[src/verilog/radio_irq_pkg.sv]
// Constants shared by the radio interrupt and status logic.
// Assumes an 8-bit register file reached by a byte-wide register port.
package radio_irq_pkg;

  // Register port shape and FIFO count width
  localparam int ADDR_W = 7;
  localparam int DATA_W = 8;
  localparam int CNT_W  = 7;

  // Register offsets
  localparam logic [6:0] ADDR_STATUS1 = 7'h03;
  localparam logic [6:0] ADDR_STATUS2 = 7'h04;
  localparam logic [6:0] ADDR_ENABLE1 = 7'h05;
  localparam logic [6:0] ADDR_ENABLE2 = 7'h06;

  // First group field positions
  localparam int BIT_FIFO_ERR   = 7;
  localparam int BIT_TX_AFULL   = 6;
  localparam int BIT_TX_AEMPTY  = 5;
  localparam int BIT_RX_AFULL   = 4;
  localparam int BIT_EXT        = 3;
  localparam int BIT_PKT_SENT   = 2;
  localparam int BIT_PKT_VALID  = 1;
  localparam int BIT_CRC_ERR    = 0;

  // Second group field positions
  localparam int BIT_SYNC_DET   = 7;
  localparam int BIT_PRE_VALID  = 6;
  localparam int BIT_PRE_INVAL  = 5;
  localparam int BIT_RSSI       = 4;
  localparam int BIT_WAKE_TIMER = 3;
  localparam int BIT_LOW_BATT   = 2;
  localparam int BIT_CHIP_READY = 1;
  localparam int BIT_POWER_ON   = 0;

  // Reset values
  localparam logic [7:0] RESET_STATUS = 8'h00;
  localparam logic [7:0] RESET_ENABLE = 8'h00;
  localparam logic [7:0] READ_UNMAPPED = 8'h00;

  // Second group sources that latch even while disabled
  localparam logic [7:0] LATCH_ALWAYS2 = 8'h04;

endpackage

[src/verilog/radio_interrupt_status_logic.sv]
// Interrupt and status registers of a packet radio, with the IRQ pin.
// Assumes the SPI engine turns host accesses into one-cycle read and
// write strobes, and that all event inputs are synchronous to CLK.
`timescale 1ns/1ps
`default_nettype none

// Overview of operation
// FIFO error sets on over/underflow, clears only on that FIFO's reset.
// TX almost-full high while TX count exceeds its threshold.
// TX almost-empty high while TX count is at or below its threshold.
// RX almost-full high while RX count exceeds threshold, clears below it.
// Packet sent sets on completion, clears leaving FIFO mode or new start.
// Valid packet sets on good reception, clears on next sync acknowledge.
// CRC error sets on mismatch, clears when next reception begins.
// Sync word detection sets second-group bit 7.
// Valid preamble detection sets second-group bit 6.
// Preamble timeout after receiver enable sets second-group bit 5.
// Signal strength above threshold sets second-group bit 4.
// Wake-up timer expiry sets second-group bit 3.
// Low battery latches while disabled, interrupts once enabled.
// Crystal ready event sets second-group bit 1.
// Power-on detection sets second-group bit 0.
// Enabled second-group rising bit pulls the interrupt line low.
// Reading second status clears enabled bits; line releases if no enabled first-group bit is pending.
// Disabled bits read as plain status, unchanged by reads.
// First group interrupts likewise; its status read clears enabled bits.
// First enable register holds one read-write enable per first-group bit.
// Interrupt line low while any enabled pending bit remains set.
module radio_interrupt_status_logic
  import radio_irq_pkg::*;
#(
  parameter int CW = radio_irq_pkg::CNT_W
) (
  // Clock and reset
  input  wire logic                          CLK,
  input  wire logic                          RST_N,
  // Register port from the SPI engine
  input  wire logic [radio_irq_pkg::ADDR_W-1:0] REG_ADDR,
  input  wire logic                          REG_RD,
  input  wire logic                          REG_WR,
  input  wire logic [radio_irq_pkg::DATA_W-1:0] REG_WDATA,
  output logic      [radio_irq_pkg::DATA_W-1:0] REG_RDATA,
  // FIFO events and levels, external interrupt
  input  wire logic                          FIFO_ERR_TX,
  input  wire logic                          FIFO_ERR_RX,
  input  wire logic                          TX_FIFO_RESET,
  input  wire logic                          RX_FIFO_RESET,
  input  wire logic [CW-1:0]                 TX_COUNT,
  input  wire logic [CW-1:0]                 TX_AFULL_THR,
  input  wire logic [CW-1:0]                 TX_AEMPTY_THR,
  input  wire logic [CW-1:0]                 RX_COUNT,
  input  wire logic [CW-1:0]                 RX_AFULL_THR,
  input  wire logic                          EXT_INT,
  // Packet handler events
  input  wire logic                          FIFO_MODE,
  input  wire logic                          TX_START,
  input  wire logic                          PKT_SENT,
  input  wire logic                          PKT_VALID,
  input  wire logic                          SYNC_ACK,
  input  wire logic                          RX_START,
  input  wire logic                          CRC_FAIL,
  // Receiver and system events
  input  wire logic                          SYNC_DET,
  input  wire logic                          PKT_DONE,
  input  wire logic                          PREAMBLE_DET,
  input  wire logic                          SYNC_TIMEOUT,
  input  wire logic                          PREAMBLE_TIMEOUT,
  input  wire logic                          RSSI_ABOVE,
  input  wire logic                          WAKE_TIMER_EXPIRE,
  input  wire logic                          LOW_BATT,
  input  wire logic                          BATT_OK,
  input  wire logic                          CHIP_READY,
  input  wire logic                          POWER_ON_EVENT,
  // Interrupt pin, active low
  output logic                               INTERRUPT_LINE_N
);

  logic [7:0] raw1;
  logic [7:0] raw2;
  logic [7:0] next_raw1;
  logic [7:0] next_raw2;
  logic       tx_err;
  logic       rx_err;
  logic       next_tx_err;
  logic       next_rx_err;
  logic [7:0] en1;
  logic [7:0] en2;
  logic [7:0] next_en1;
  logic [7:0] next_en2;
  logic [7:0] pend1;
  logic [7:0] pend2;
  logic [7:0] next_pend1;
  logic [7:0] next_pend2;
  logic [7:0] rise1;
  logic [7:0] rise2;
  logic [7:0] view1;
  logic [7:0] view2;
  logic [7:0] next_rdata;
  logic       next_irq_n;
  logic       rd1;
  logic       rd2;

  assign rd1 = REG_RD && (REG_ADDR == ADDR_STATUS1);
  assign rd2 = REG_RD && (REG_ADDR == ADDR_STATUS2);

  // Raw source state; set terms are ORed last so a set beats a clear
  always_comb begin
    next_tx_err = (tx_err & ~TX_FIFO_RESET) | FIFO_ERR_TX;
    next_rx_err = (rx_err & ~RX_FIFO_RESET) | FIFO_ERR_RX;
    next_raw1 = raw1;
    next_raw1[BIT_FIFO_ERR]  = next_tx_err | next_rx_err;
    next_raw1[BIT_TX_AFULL]  = TX_COUNT > TX_AFULL_THR;
    next_raw1[BIT_TX_AEMPTY] = TX_COUNT <= TX_AEMPTY_THR;
    // Holds at the threshold itself; only a drop below clears it
    next_raw1[BIT_RX_AFULL]  = (raw1[BIT_RX_AFULL]
                                & (RX_COUNT >= RX_AFULL_THR))
                               | (RX_COUNT > RX_AFULL_THR);
    next_raw1[BIT_EXT]       = EXT_INT;
    next_raw1[BIT_PKT_SENT]  = (raw1[BIT_PKT_SENT] & FIFO_MODE & ~TX_START)
                               | PKT_SENT;
    next_raw1[BIT_PKT_VALID] = (raw1[BIT_PKT_VALID] & ~SYNC_ACK)
                               | PKT_VALID;
    next_raw1[BIT_CRC_ERR]   = (raw1[BIT_CRC_ERR] & ~RX_START)
                               | CRC_FAIL;
    next_raw2 = raw2;
    next_raw2[BIT_SYNC_DET]   = (raw2[BIT_SYNC_DET] & ~PKT_DONE)
                                | SYNC_DET;
    next_raw2[BIT_PRE_VALID]  = (raw2[BIT_PRE_VALID] & ~SYNC_DET
                                 & ~SYNC_TIMEOUT) | PREAMBLE_DET;
    // Pulse-like sources except latched low battery: meaningful as interrupts, not as status
    next_raw2[BIT_PRE_INVAL]  = PREAMBLE_TIMEOUT;
    next_raw2[BIT_RSSI]       = RSSI_ABOVE;
    next_raw2[BIT_WAKE_TIMER] = WAKE_TIMER_EXPIRE;
    next_raw2[BIT_LOW_BATT]   = (raw2[BIT_LOW_BATT] & ~BATT_OK)
                                | LOW_BATT;
    next_raw2[BIT_CHIP_READY] = CHIP_READY;
    next_raw2[BIT_POWER_ON]   = POWER_ON_EVENT;
  end

  always_ff @(posedge CLK) begin
    if (!RST_N) begin
      raw1   <= RESET_STATUS;
      raw2   <= RESET_STATUS;
      tx_err <= 1'b0;
      rx_err <= 1'b0;
    end else begin
      raw1   <= next_raw1;
      raw2   <= next_raw2;
      tx_err <= next_tx_err;
      rx_err <= next_rx_err;
    end
  end

  // Enable registers
  always_comb begin
    next_en1 = en1;
    next_en2 = en2;
    if (REG_WR && (REG_ADDR == ADDR_ENABLE1)) begin
      next_en1 = REG_WDATA;
    end
    if (REG_WR && (REG_ADDR == ADDR_ENABLE2)) begin
      next_en2 = REG_WDATA;
    end
  end

  always_ff @(posedge CLK) begin
    if (!RST_N) begin
      en1 <= RESET_ENABLE;
      en2 <= RESET_ENABLE;
    end else begin
      en1 <= next_en1;
      en2 <= next_en2;
    end
  end

  assign rise1 = next_raw1 & ~raw1;
  assign rise2 = next_raw2 & ~raw2;

  // Pending latches; only low battery latches while its enable is off.
  // A rise in the read cycle survives the read-clear.
  always_comb begin
    next_pend1 = (pend1 & ~(rd1 ? en1 : 8'h00))
                 | (rise1 & en1);
    next_pend2 = (pend2 & ~(rd2 ? en2 : 8'h00))
                 | (rise2 & (en2 | LATCH_ALWAYS2));
  end

  always_ff @(posedge CLK) begin
    if (!RST_N) begin
      pend1 <= RESET_STATUS;
      pend2 <= RESET_STATUS;
    end else begin
      pend1 <= next_pend1;
      pend2 <= next_pend2;
    end
  end

  // Enabled bits show the interrupt latch, disabled ones live status
  assign view1 = (en1 & pend1) | (~en1 & raw1);
  assign view2 = (en2 & pend2) | (~en2 & raw2);

  // Read data and pin, both registered
  always_comb begin
    next_rdata = REG_RDATA;
    if (REG_RD) begin
      unique case (REG_ADDR)
        ADDR_STATUS1: next_rdata = view1;
        ADDR_STATUS2: next_rdata = view2;
        ADDR_ENABLE1: next_rdata = en1;
        ADDR_ENABLE2: next_rdata = en2;
        default:      next_rdata = READ_UNMAPPED;
      endcase
    end
    next_irq_n = ~|((next_pend1 & next_en1)
                    | (next_pend2 & next_en2));
  end

  always_ff @(posedge CLK) begin
    if (!RST_N) begin
      REG_RDATA        <= READ_UNMAPPED;
      INTERRUPT_LINE_N <= 1'b1;
    end else begin
      REG_RDATA        <= next_rdata;
      INTERRUPT_LINE_N <= next_irq_n;
    end
  end

  // Checks
  property p_fifo_err;
    @(posedge CLK) disable iff (!RST_N)
      (FIFO_ERR_TX && !rx_err && !FIFO_ERR_RX) ##1 (!FIFO_ERR_RX
      && !TX_FIFO_RESET)[*2] |-> raw1[BIT_FIFO_ERR];
  endproperty
  a_fifo_err: assert property (p_fifo_err)
    else $error("FIFO error bit dropped without a FIFO reset");

  property p_tx_afull;
    @(posedge CLK) disable iff (!RST_N)
      (TX_COUNT > TX_AFULL_THR) |=> raw1[BIT_TX_AFULL];
  endproperty
  a_tx_afull: assert property (p_tx_afull)
    else $error("TX almost-full not set above threshold");

  property p_tx_aempty;
    @(posedge CLK) disable iff (!RST_N)
      (TX_COUNT > TX_AEMPTY_THR) |=> !raw1[BIT_TX_AEMPTY];
  endproperty
  a_tx_aempty: assert property (p_tx_aempty)
    else $error("TX almost-empty set above threshold");

  property p_rx_afull;
    @(posedge CLK) disable iff (!RST_N)
      (RX_COUNT < RX_AFULL_THR) |=> !raw1[BIT_RX_AFULL];
  endproperty
  a_rx_afull: assert property (p_rx_afull)
    else $error("RX almost-full held below threshold");

  property p_pkt_sent;
    @(posedge CLK) disable iff (!RST_N)
      (!FIFO_MODE && !PKT_SENT) |=> !raw1[BIT_PKT_SENT];
  endproperty
  a_pkt_sent: assert property (p_pkt_sent)
    else $error("Packet sent kept outside FIFO mode");

  property p_crc;
    @(posedge CLK) disable iff (!RST_N)
      CRC_FAIL ##1 !RX_START |=> raw1[BIT_CRC_ERR];
  endproperty
  a_crc: assert property (p_crc)
    else $error("CRC error not held until next reception");

  property p_low_batt;
    @(posedge CLK) disable iff (!RST_N)
      (LOW_BATT && !raw2[BIT_LOW_BATT]) |=> pend2[BIT_LOW_BATT];
  endproperty
  a_low_batt: assert property (p_low_batt)
    else $error("Low battery event not latched");

  property p_irq_low;
    @(posedge CLK) disable iff (!RST_N)
      ((rise2 & en2) != 8'h00) && !REG_WR |=> !INTERRUPT_LINE_N;
  endproperty
  a_irq_low: assert property (p_irq_low)
    else $error("Enabled rise did not pull the line low");

  property p_read2_clear;
    @(posedge CLK) disable iff (!RST_N)
      (rd2 && !REG_WR) |=> ((pend2 & en2 & ~$past(rise2)) == 8'h00);
  endproperty
  a_read2_clear: assert property (p_read2_clear)
    else $error("Second status read left enabled bits set");

  property p_read1_clear;
    @(posedge CLK) disable iff (!RST_N)
      (rd1 && !REG_WR) |=> ((pend1 & en1 & ~$past(rise1)) == 8'h00);
  endproperty
  a_read1_clear: assert property (p_read1_clear)
    else $error("First status read left enabled bits set");

  property p_disabled_view;
    @(posedge CLK) disable iff (!RST_N)
      rd2 |=> ((REG_RDATA & ~$past(en2)) == ($past(raw2) & ~$past(en2)));
  endproperty
  a_disabled_view: assert property (p_disabled_view)
    else $error("Disabled bit did not read as live status");

  property p_irq_level;
    @(posedge CLK) disable iff (!RST_N)
      1'b1 |=> (INTERRUPT_LINE_N
                == (((pend1 & en1) | (pend2 & en2)) == 8'h00));
  endproperty
  a_irq_level: assert property (p_irq_level)
    else $error("Interrupt line disagrees with pending bits");

  property p_rx_afull_hold;
    @(posedge CLK) disable iff (!RST_N)
      (raw1[BIT_RX_AFULL] && (RX_COUNT == RX_AFULL_THR))
      |=> raw1[BIT_RX_AFULL];
  endproperty
  a_rx_afull_hold: assert property (p_rx_afull_hold)
    else $error("RX almost-full dropped at the threshold");

  property p_pkt_start;
    @(posedge CLK) disable iff (!RST_N)
      (TX_START && !PKT_SENT) |=> !raw1[BIT_PKT_SENT];
  endproperty
  a_pkt_start: assert property (p_pkt_start)
    else $error("Packet sent kept across a new transmission");

  property p_pkt_valid;
    @(posedge CLK) disable iff (!RST_N)
      (SYNC_ACK && !PKT_VALID) |=> !raw1[BIT_PKT_VALID];
  endproperty
  a_pkt_valid: assert property (p_pkt_valid)
    else $error("Valid packet kept after sync acknowledge");

  property p_sync_det;
    @(posedge CLK) disable iff (!RST_N)
      SYNC_DET |=> raw2[BIT_SYNC_DET];
  endproperty
  a_sync_det: assert property (p_sync_det)
    else $error("Sync word detection not recorded");

  property p_pre_valid;
    @(posedge CLK) disable iff (!RST_N)
      PREAMBLE_DET |=> raw2[BIT_PRE_VALID];
  endproperty
  a_pre_valid: assert property (p_pre_valid)
    else $error("Valid preamble not recorded");

  property p_en1_write;
    @(posedge CLK) disable iff (!RST_N)
      (REG_WR && (REG_ADDR == ADDR_ENABLE1)) |=> (en1 == $past(REG_WDATA));
  endproperty
  a_en1_write: assert property (p_en1_write)
    else $error("First enable register did not take the write");

endmodule // radio_interrupt_status_logic

`default_nettype wire

[config.mk]
export PLATFORM = sky130hd
export DESIGN_NAME = radio_interrupt_status_logic
export DESIGN_NICKNAME = d
export VERILOG_FILES = /design/src/verilog/radio_irq_pkg.sv /design/src/verilog/radio_interrupt_status_logic.sv
export SDC_FILE = /design/constraint.sdc
export NUM_CORES = 1
export LEC_CHECK = 0
export BUFFER_PORTS_ARGS = -buffer_cell sky130_fd_sc_hd__buf_2
export CAP_MARGIN = 30
export CORE_UTILIZATION = 50
export CTS_BUF_LIST = sky130_fd_sc_hd__clkbuf_2
export DETAILED_ROUTE_END_ITERATION = 16
export PLACE_DENSITY = 0.85
export SYNTH_ARGS = -nofsm -noshare
export SYNTH_HDL_FRONTEND = slang
export SYNTH_SLANG_ARGS = --single-unit
export TNS_END_PERCENT = 20
[constraint.sdc]
create_clock -name CLK -period 2.1 [get_ports CLK]
set_input_delay 0.21 -clock CLK [delete_from_list [all_inputs] [get_ports CLK]]
set_output_delay 0.21 -clock CLK [all_outputs]
set_load 0.02 [all_outputs]
# Word level (Yosys, flattened, before mapping)
# Index checks and enable logic that the tools add are counted.
# totals
ff_bits,59
wordCells,82
# classes
magnitude_cmp,4
eq_ne,4
n_mux,5
n_bitwise,53
n_reduce_logical,6
# op_table
operator,n
8-bit bitwise AND,12
8-bit inverter,6
8-bit bitwise OR,5
8-bit two-way mux,4
8-bit one-hot mux with 4 select lines,1
"7-bit by 3-bit == test with 1-bit output, second input constant",3
7-bit greater-than comparator,2
1-bit bitwise AND,11
1-bit bitwise OR,10
1-bit inverter,9
8-bit OR reduction,1
"7-bit by 2-bit == test with 1-bit output, second input constant",1
7-bit greater-or-equal comparator,1
7-bit <= comparator,1
1-bit logical AND,4
1-bit zero test,1

# Depth between registers and ports, before layout
# logic_depth
word_depth,11
depth_mapped,9

# Least setup slack after synthesis
# No wires, ideal clock.
# synth_path
path_type,input port to flip-flop
startpoint,input REG_ADDR[5] in the netlist's numbering
endpoint,register INTERRUPT_LINE_N
setup_time_ns,0.096
arrival_ns,1.866
t_required_ns,2.004
slack_ns,0.138
stages,8
path_buffers,2
path_cell_list,or4_1 buf_6 buf_6 o31ai_4 o21ai_1 o211ai_1 o311ai_1 o41ai_2
# synth_between
elab_chain_cells,10
word_cells_on_any_way,23
# synth_rtl
item,line,source
"start, declared",radio_interrupt_status_logic.sv:38,"input wire logic [radio_irq_pkg::ADDR_W-1:0] REG_ADDR,"
7-bit by 2-bit == test with 1-bit output or 7-bit by 3-bit == test with 1-bit output (tied branches),"radio_interrupt_status_logic.sv:103, radio_interrupt_status_logic.sv:104",
"1-bit logical AND, on equally long branches","radio_interrupt_status_logic.sv:103, radio_interrupt_status_logic.sv:104",
"8-bit two-way mux, on equally long branches","radio_interrupt_status_logic.sv:182, radio_interrupt_status_logic.sv:184",
"8-bit inverter, on equally long branches","radio_interrupt_status_logic.sv:182, radio_interrupt_status_logic.sv:184",
"8-bit bitwise AND, on equally long branches","radio_interrupt_status_logic.sv:182, radio_interrupt_status_logic.sv:184",
"8-bit bitwise OR, on equally long branches","radio_interrupt_status_logic.sv:183, radio_interrupt_status_logic.sv:185",
"8-bit bitwise AND, on equally long branches","radio_interrupt_status_logic.sv:214, radio_interrupt_status_logic.sv:215",
8-bit bitwise OR (*),radio_interrupt_status_logic.sv:215,| (next_pend2 & next_en2));
8-bit OR reduction (*),radio_interrupt_status_logic.sv:214,next_irq_n = ~|((next_pend1 & next_en1)
1-bit zero test (*),radio_interrupt_status_logic.sv:214,
"end signal, assigned",radio_interrupt_status_logic.sv:224,INTERRUPT_LINE_N <= next_irq_n;
"end, declared",radio_interrupt_status_logic.sv:75,output logic INTERRUPT_LINE_N
# Mark *: on every way between the ends. The rest lies on a longest branch, timed or not.
# A chain may end at the register's enable or synchronous reset.

# Final worst setup path
# layout_path
startpoint,input REG_RD
endpoint,register INTERRUPT_LINE_N
# layout_between
elab_chain_cells,9
word_cells_on_any_way,15
# layout_rtl
item,line,source
"start, declared",radio_interrupt_status_logic.sv:39,"input wire logic REG_RD,"
"1-bit logical AND, on equally long branches","radio_interrupt_status_logic.sv:103, radio_interrupt_status_logic.sv:104",
"8-bit two-way mux, on equally long branches","radio_interrupt_status_logic.sv:182, radio_interrupt_status_logic.sv:184",
"8-bit inverter, on equally long branches","radio_interrupt_status_logic.sv:182, radio_interrupt_status_logic.sv:184",
"8-bit bitwise AND, on equally long branches","radio_interrupt_status_logic.sv:182, radio_interrupt_status_logic.sv:184",
"8-bit bitwise OR, on equally long branches","radio_interrupt_status_logic.sv:183, radio_interrupt_status_logic.sv:185",
"8-bit bitwise AND, on equally long branches","radio_interrupt_status_logic.sv:214, radio_interrupt_status_logic.sv:215",
8-bit bitwise OR (*),radio_interrupt_status_logic.sv:215,
8-bit OR reduction (*),radio_interrupt_status_logic.sv:214,
1-bit zero test (*),radio_interrupt_status_logic.sv:214,
# Marks and branches as above.

==> metrics.txt <==
fraction of layout instances using a drive strength above 1 0.2591; complex-gate fraction of the synthesized area 0.2813; Yosys reg bits 59; Worst-path clk slew 0.18 ns; largest family of logic cells by synthesized area compound AO/OA/AOI/OAI gates; row cnt 30; register area 0.001181 mm²; Routed WL 9.723 mm; CP max stage delay 0.54 ns; Fin. Hold Viols 0; most common cell in the netlist dfxtp_1; RD Place Congestion 0.9282; final worst-path cycle share 0.9367; multiplexer area fraction after synthesis 0.02661; Residual DRC 0; mapped cell area 0.003527 mm²; crit end category register; Slew Viols, Final 0; Global Route Usage Sum 0.2790; postcts setup bufs 0; number of I/O pins 86; DRT Pass-1 Iters 4; Slew @ Worst Pin 0.4553 ns; CTS resizes 0; ys async rst share 0; Adder-Cell Fraction of Synth Area 0.07449; Yosys top cell by area dfxtp_1; Yosys cell types 61; number of DRC markers in iteration 0 229; largest net degree at the start of global routing 32; Crit path max-delay family simple AND/OR/NAND/NOR gates; CTS root buf clkbuf_2; Nets 645; synthesized net count 509; first-pass GRT wire length 16.02 mm; number of diodes 0; TritonCTS Buffers 9; Worst Path Max Fanout 5; fillers 529; Max-cap violations 0; Post-Synth Simple-Gate Area 0.2107; shortest period the worst path allows 1.967 ns; Initial Utilization 0.5192; min-delay worst type in2reg; Top FF cell, synth dfxtp_1; top sig layer met4; WL met3 556 µm; register area share after synthesis 0.3349; Sum Neg Setup Slack 0 ns; Max rail drop VDD 0.3810 mV; EDFF count, synth 0; synthesized area per cell 8.582 µm²; Final setup viols 0; core area 0.006794 mm²; DIE AREA 0.007394 mm²; TritonCTS clock tree yes; area delta synth->final 33.31%; clock sinks 59; share of the synthesized area in the top cell type 0.3349; cells after synthesis 411; Slowest-stage cell, CP dlygate4sd3_1; placed cell area 0.004240 mm²; XOR/XNOR share of the synthesized area 0; die height 85.99 µm; number of global-route vias before repair 3398; crit path launch type input pin; kind of critical path in2reg; P per Cell Area 536.5 mW/mm²; CTS H-tree depth 3; RSZ-0062 raised after global routing false; fmax 508.4 MHz; worst skew pair latency 0.53 ns; via count 3631; chip width 85.99 µm; status finished clean; Ys Warns 0; drt via density 5.603; worst path cell trace dlygate4sd3_1, buf_2, nand4b_1, nor2_1, nand2_1, a32oi_1, o2111ai_1, o41ai_2; met2 wire length 4.819 mm; wire length on met1 4.156 mm; CP Data Required Time 2.54 ns; GRT overflow 0; Buf/Inv on CP 2; clk buf depth 2; commonest cells in the synthesized netlist dfxtp_1, inv_1, nand2_1; Worst slew margin 0.6886; Area contributors post-synth dfxtp_1, ha_1, inv_1; CP arrival 2.40 ns; design area 0.004702 mm²; drt wl/cell 15.00 µm; Leak 2.080 nW; post-route ant nets 0; area of the multi-input gates 0.002092 mm²; detailed placement HPWL 6.913 mm; hold slack 0.1364 ns; initial antenna violation count 0; Buffers on Ports 85; Layout Skew 0.02932 ns
[per-stage QoR]
stage	power (mW)	utilization	instances	setup WS [ns]
detailed placement	1.540	0.6241	601	-0.1412
global placement	1.526	0.6241	601	-0.1050
floorplan	1.380	-	411	0.1382
CTS	2.513	0.6921	648	0.1914
global route	2.611	0.6921	648	0.02747
finish	2.523	0.6921	648	0.1329
[registers in the layout, indices dropped and copies added (netlist names)]
| register | count |
|---|---|
| rx_err | 1 |
| REG_RDATA | 8 |
| en1 | 8 |
| raw1 | 8 |
| pend2 | 8 |
| raw2 | 8 |
| en2 | 8 |
| INTERRUPT_LINE_N | 1 |
| pend1 | 8 |
| tx_err | 1 |
[power by group]
part,internal (mW),switching [mW]
combinational,0.201,0.196
clock,0.500,0.450
sequential,1.15,0.0209
[timing repair]
item,CTS,global route
endpoints found under the hold margin,27,0
setup endpoints to repair,0,0
hold buffers,31,0
[path summary, 6_finish.rpt]
check | start | end | slack [ns] | cells past startpoint
max | REG_RD | INTERRUPT_LINE_N | 0.13 | 8
min | RST_N | en1[3] | 0.14 | 2
max reg2reg | en2[4] | INTERRUPT_LINE_N | 0.47 | 6
min reg2reg | en2[5] | en2[5] | 0.51 | 2
[worst reg2reg max path: stages, from the launching register on]
cell and delay [ns]:
dfxtp_1 0.42, inv_1 0.07, o31a_1 0.31, o22ai_1 0.13
o22a_1 0.16, o311ai_1 0.13, o41ai_2 0.35
[cell usage in the layout (no fill, tap or decap), types with 3 or more instances in the layout]
| cell | netlist | layout |
|---|---|---|
| a211oi_1 | 5 | 5 |
| a21boi_0 | 9 | 9 |
| a21boi_1 | 5 | 5 |
| a21o_1 | 4 | 4 |
| a21oi_1 | 27 | 27 |
| a31oi_1 | 5 | 5 |
| and2_1 | 18 | 18 |
| buf_12 | 0 | 4 |
| buf_2 | 2 | 85 |
| buf_4 | 0 | 23 |
| bufinv_16 | 0 | 3 |
| clkbuf_2 | 0 | 9 |
| clkinv_1 | 0 | 3 |
| dfxtp_1 | 59 | 59 |
| dlygate4sd3_1 | 0 | 31 |
| ha_1 | 21 | 21 |
| inv_1 | 44 | 44 |
| mux2i_1 | 6 | 6 |
| nand2_1 | 31 | 31 |
| nand2b_1 | 3 | 3 |
| nand3_1 | 14 | 14 |
| nand3b_1 | 4 | 4 |
| nand4_1 | 6 | 6 |
| nor2_1 | 16 | 16 |
| nor2b_1 | 19 | 19 |
| o2111ai_1 | 9 | 9 |
| o211ai_1 | 4 | 4 |
| o21a_1 | 10 | 10 |
| o21ai_0 | 6 | 6 |
| o21ai_1 | 5 | 5 |
| o221a_1 | 7 | 7 |
| o31a_1 | 5 | 5 |
| o31ai_1 | 4 | 4 |
| o31ai_4 | 4 | 4 |
| or2_2 | 3 | 3 |
| or3_1 | 4 | 4 |
[per-layer routing]
layer,global-route usage,vias up
met5,0,-
met4,0.1242,0
met3,0.05197,23
met2,0.4805,125
met1,0.3375,1719
li1,-,1764
[cells by family after synthesis]
family | count (synthesis)
buffers and inverters | 63
AO/OA/AOI/OAI | 128
AND/OR/NAND/NOR | 131
multiplexers | 9
flip-flops | 59
adder cells (fa/ha/maj) | 21
[area by class of cell]
class / count / area share
Clock inverter: 7 / 0.02262
Timing Repair Buffer: 143 / 0.2102
Tap cell: 96 / 0.02555
Clock buffer: 9 / 0.009580
Inverter: 45 / 0.03592
Sequential cell: 59 / 0.2512
Multi-Input combinational cell: 289 / 0.4449
No activity file was read; power rests on OpenSTA's default activity.
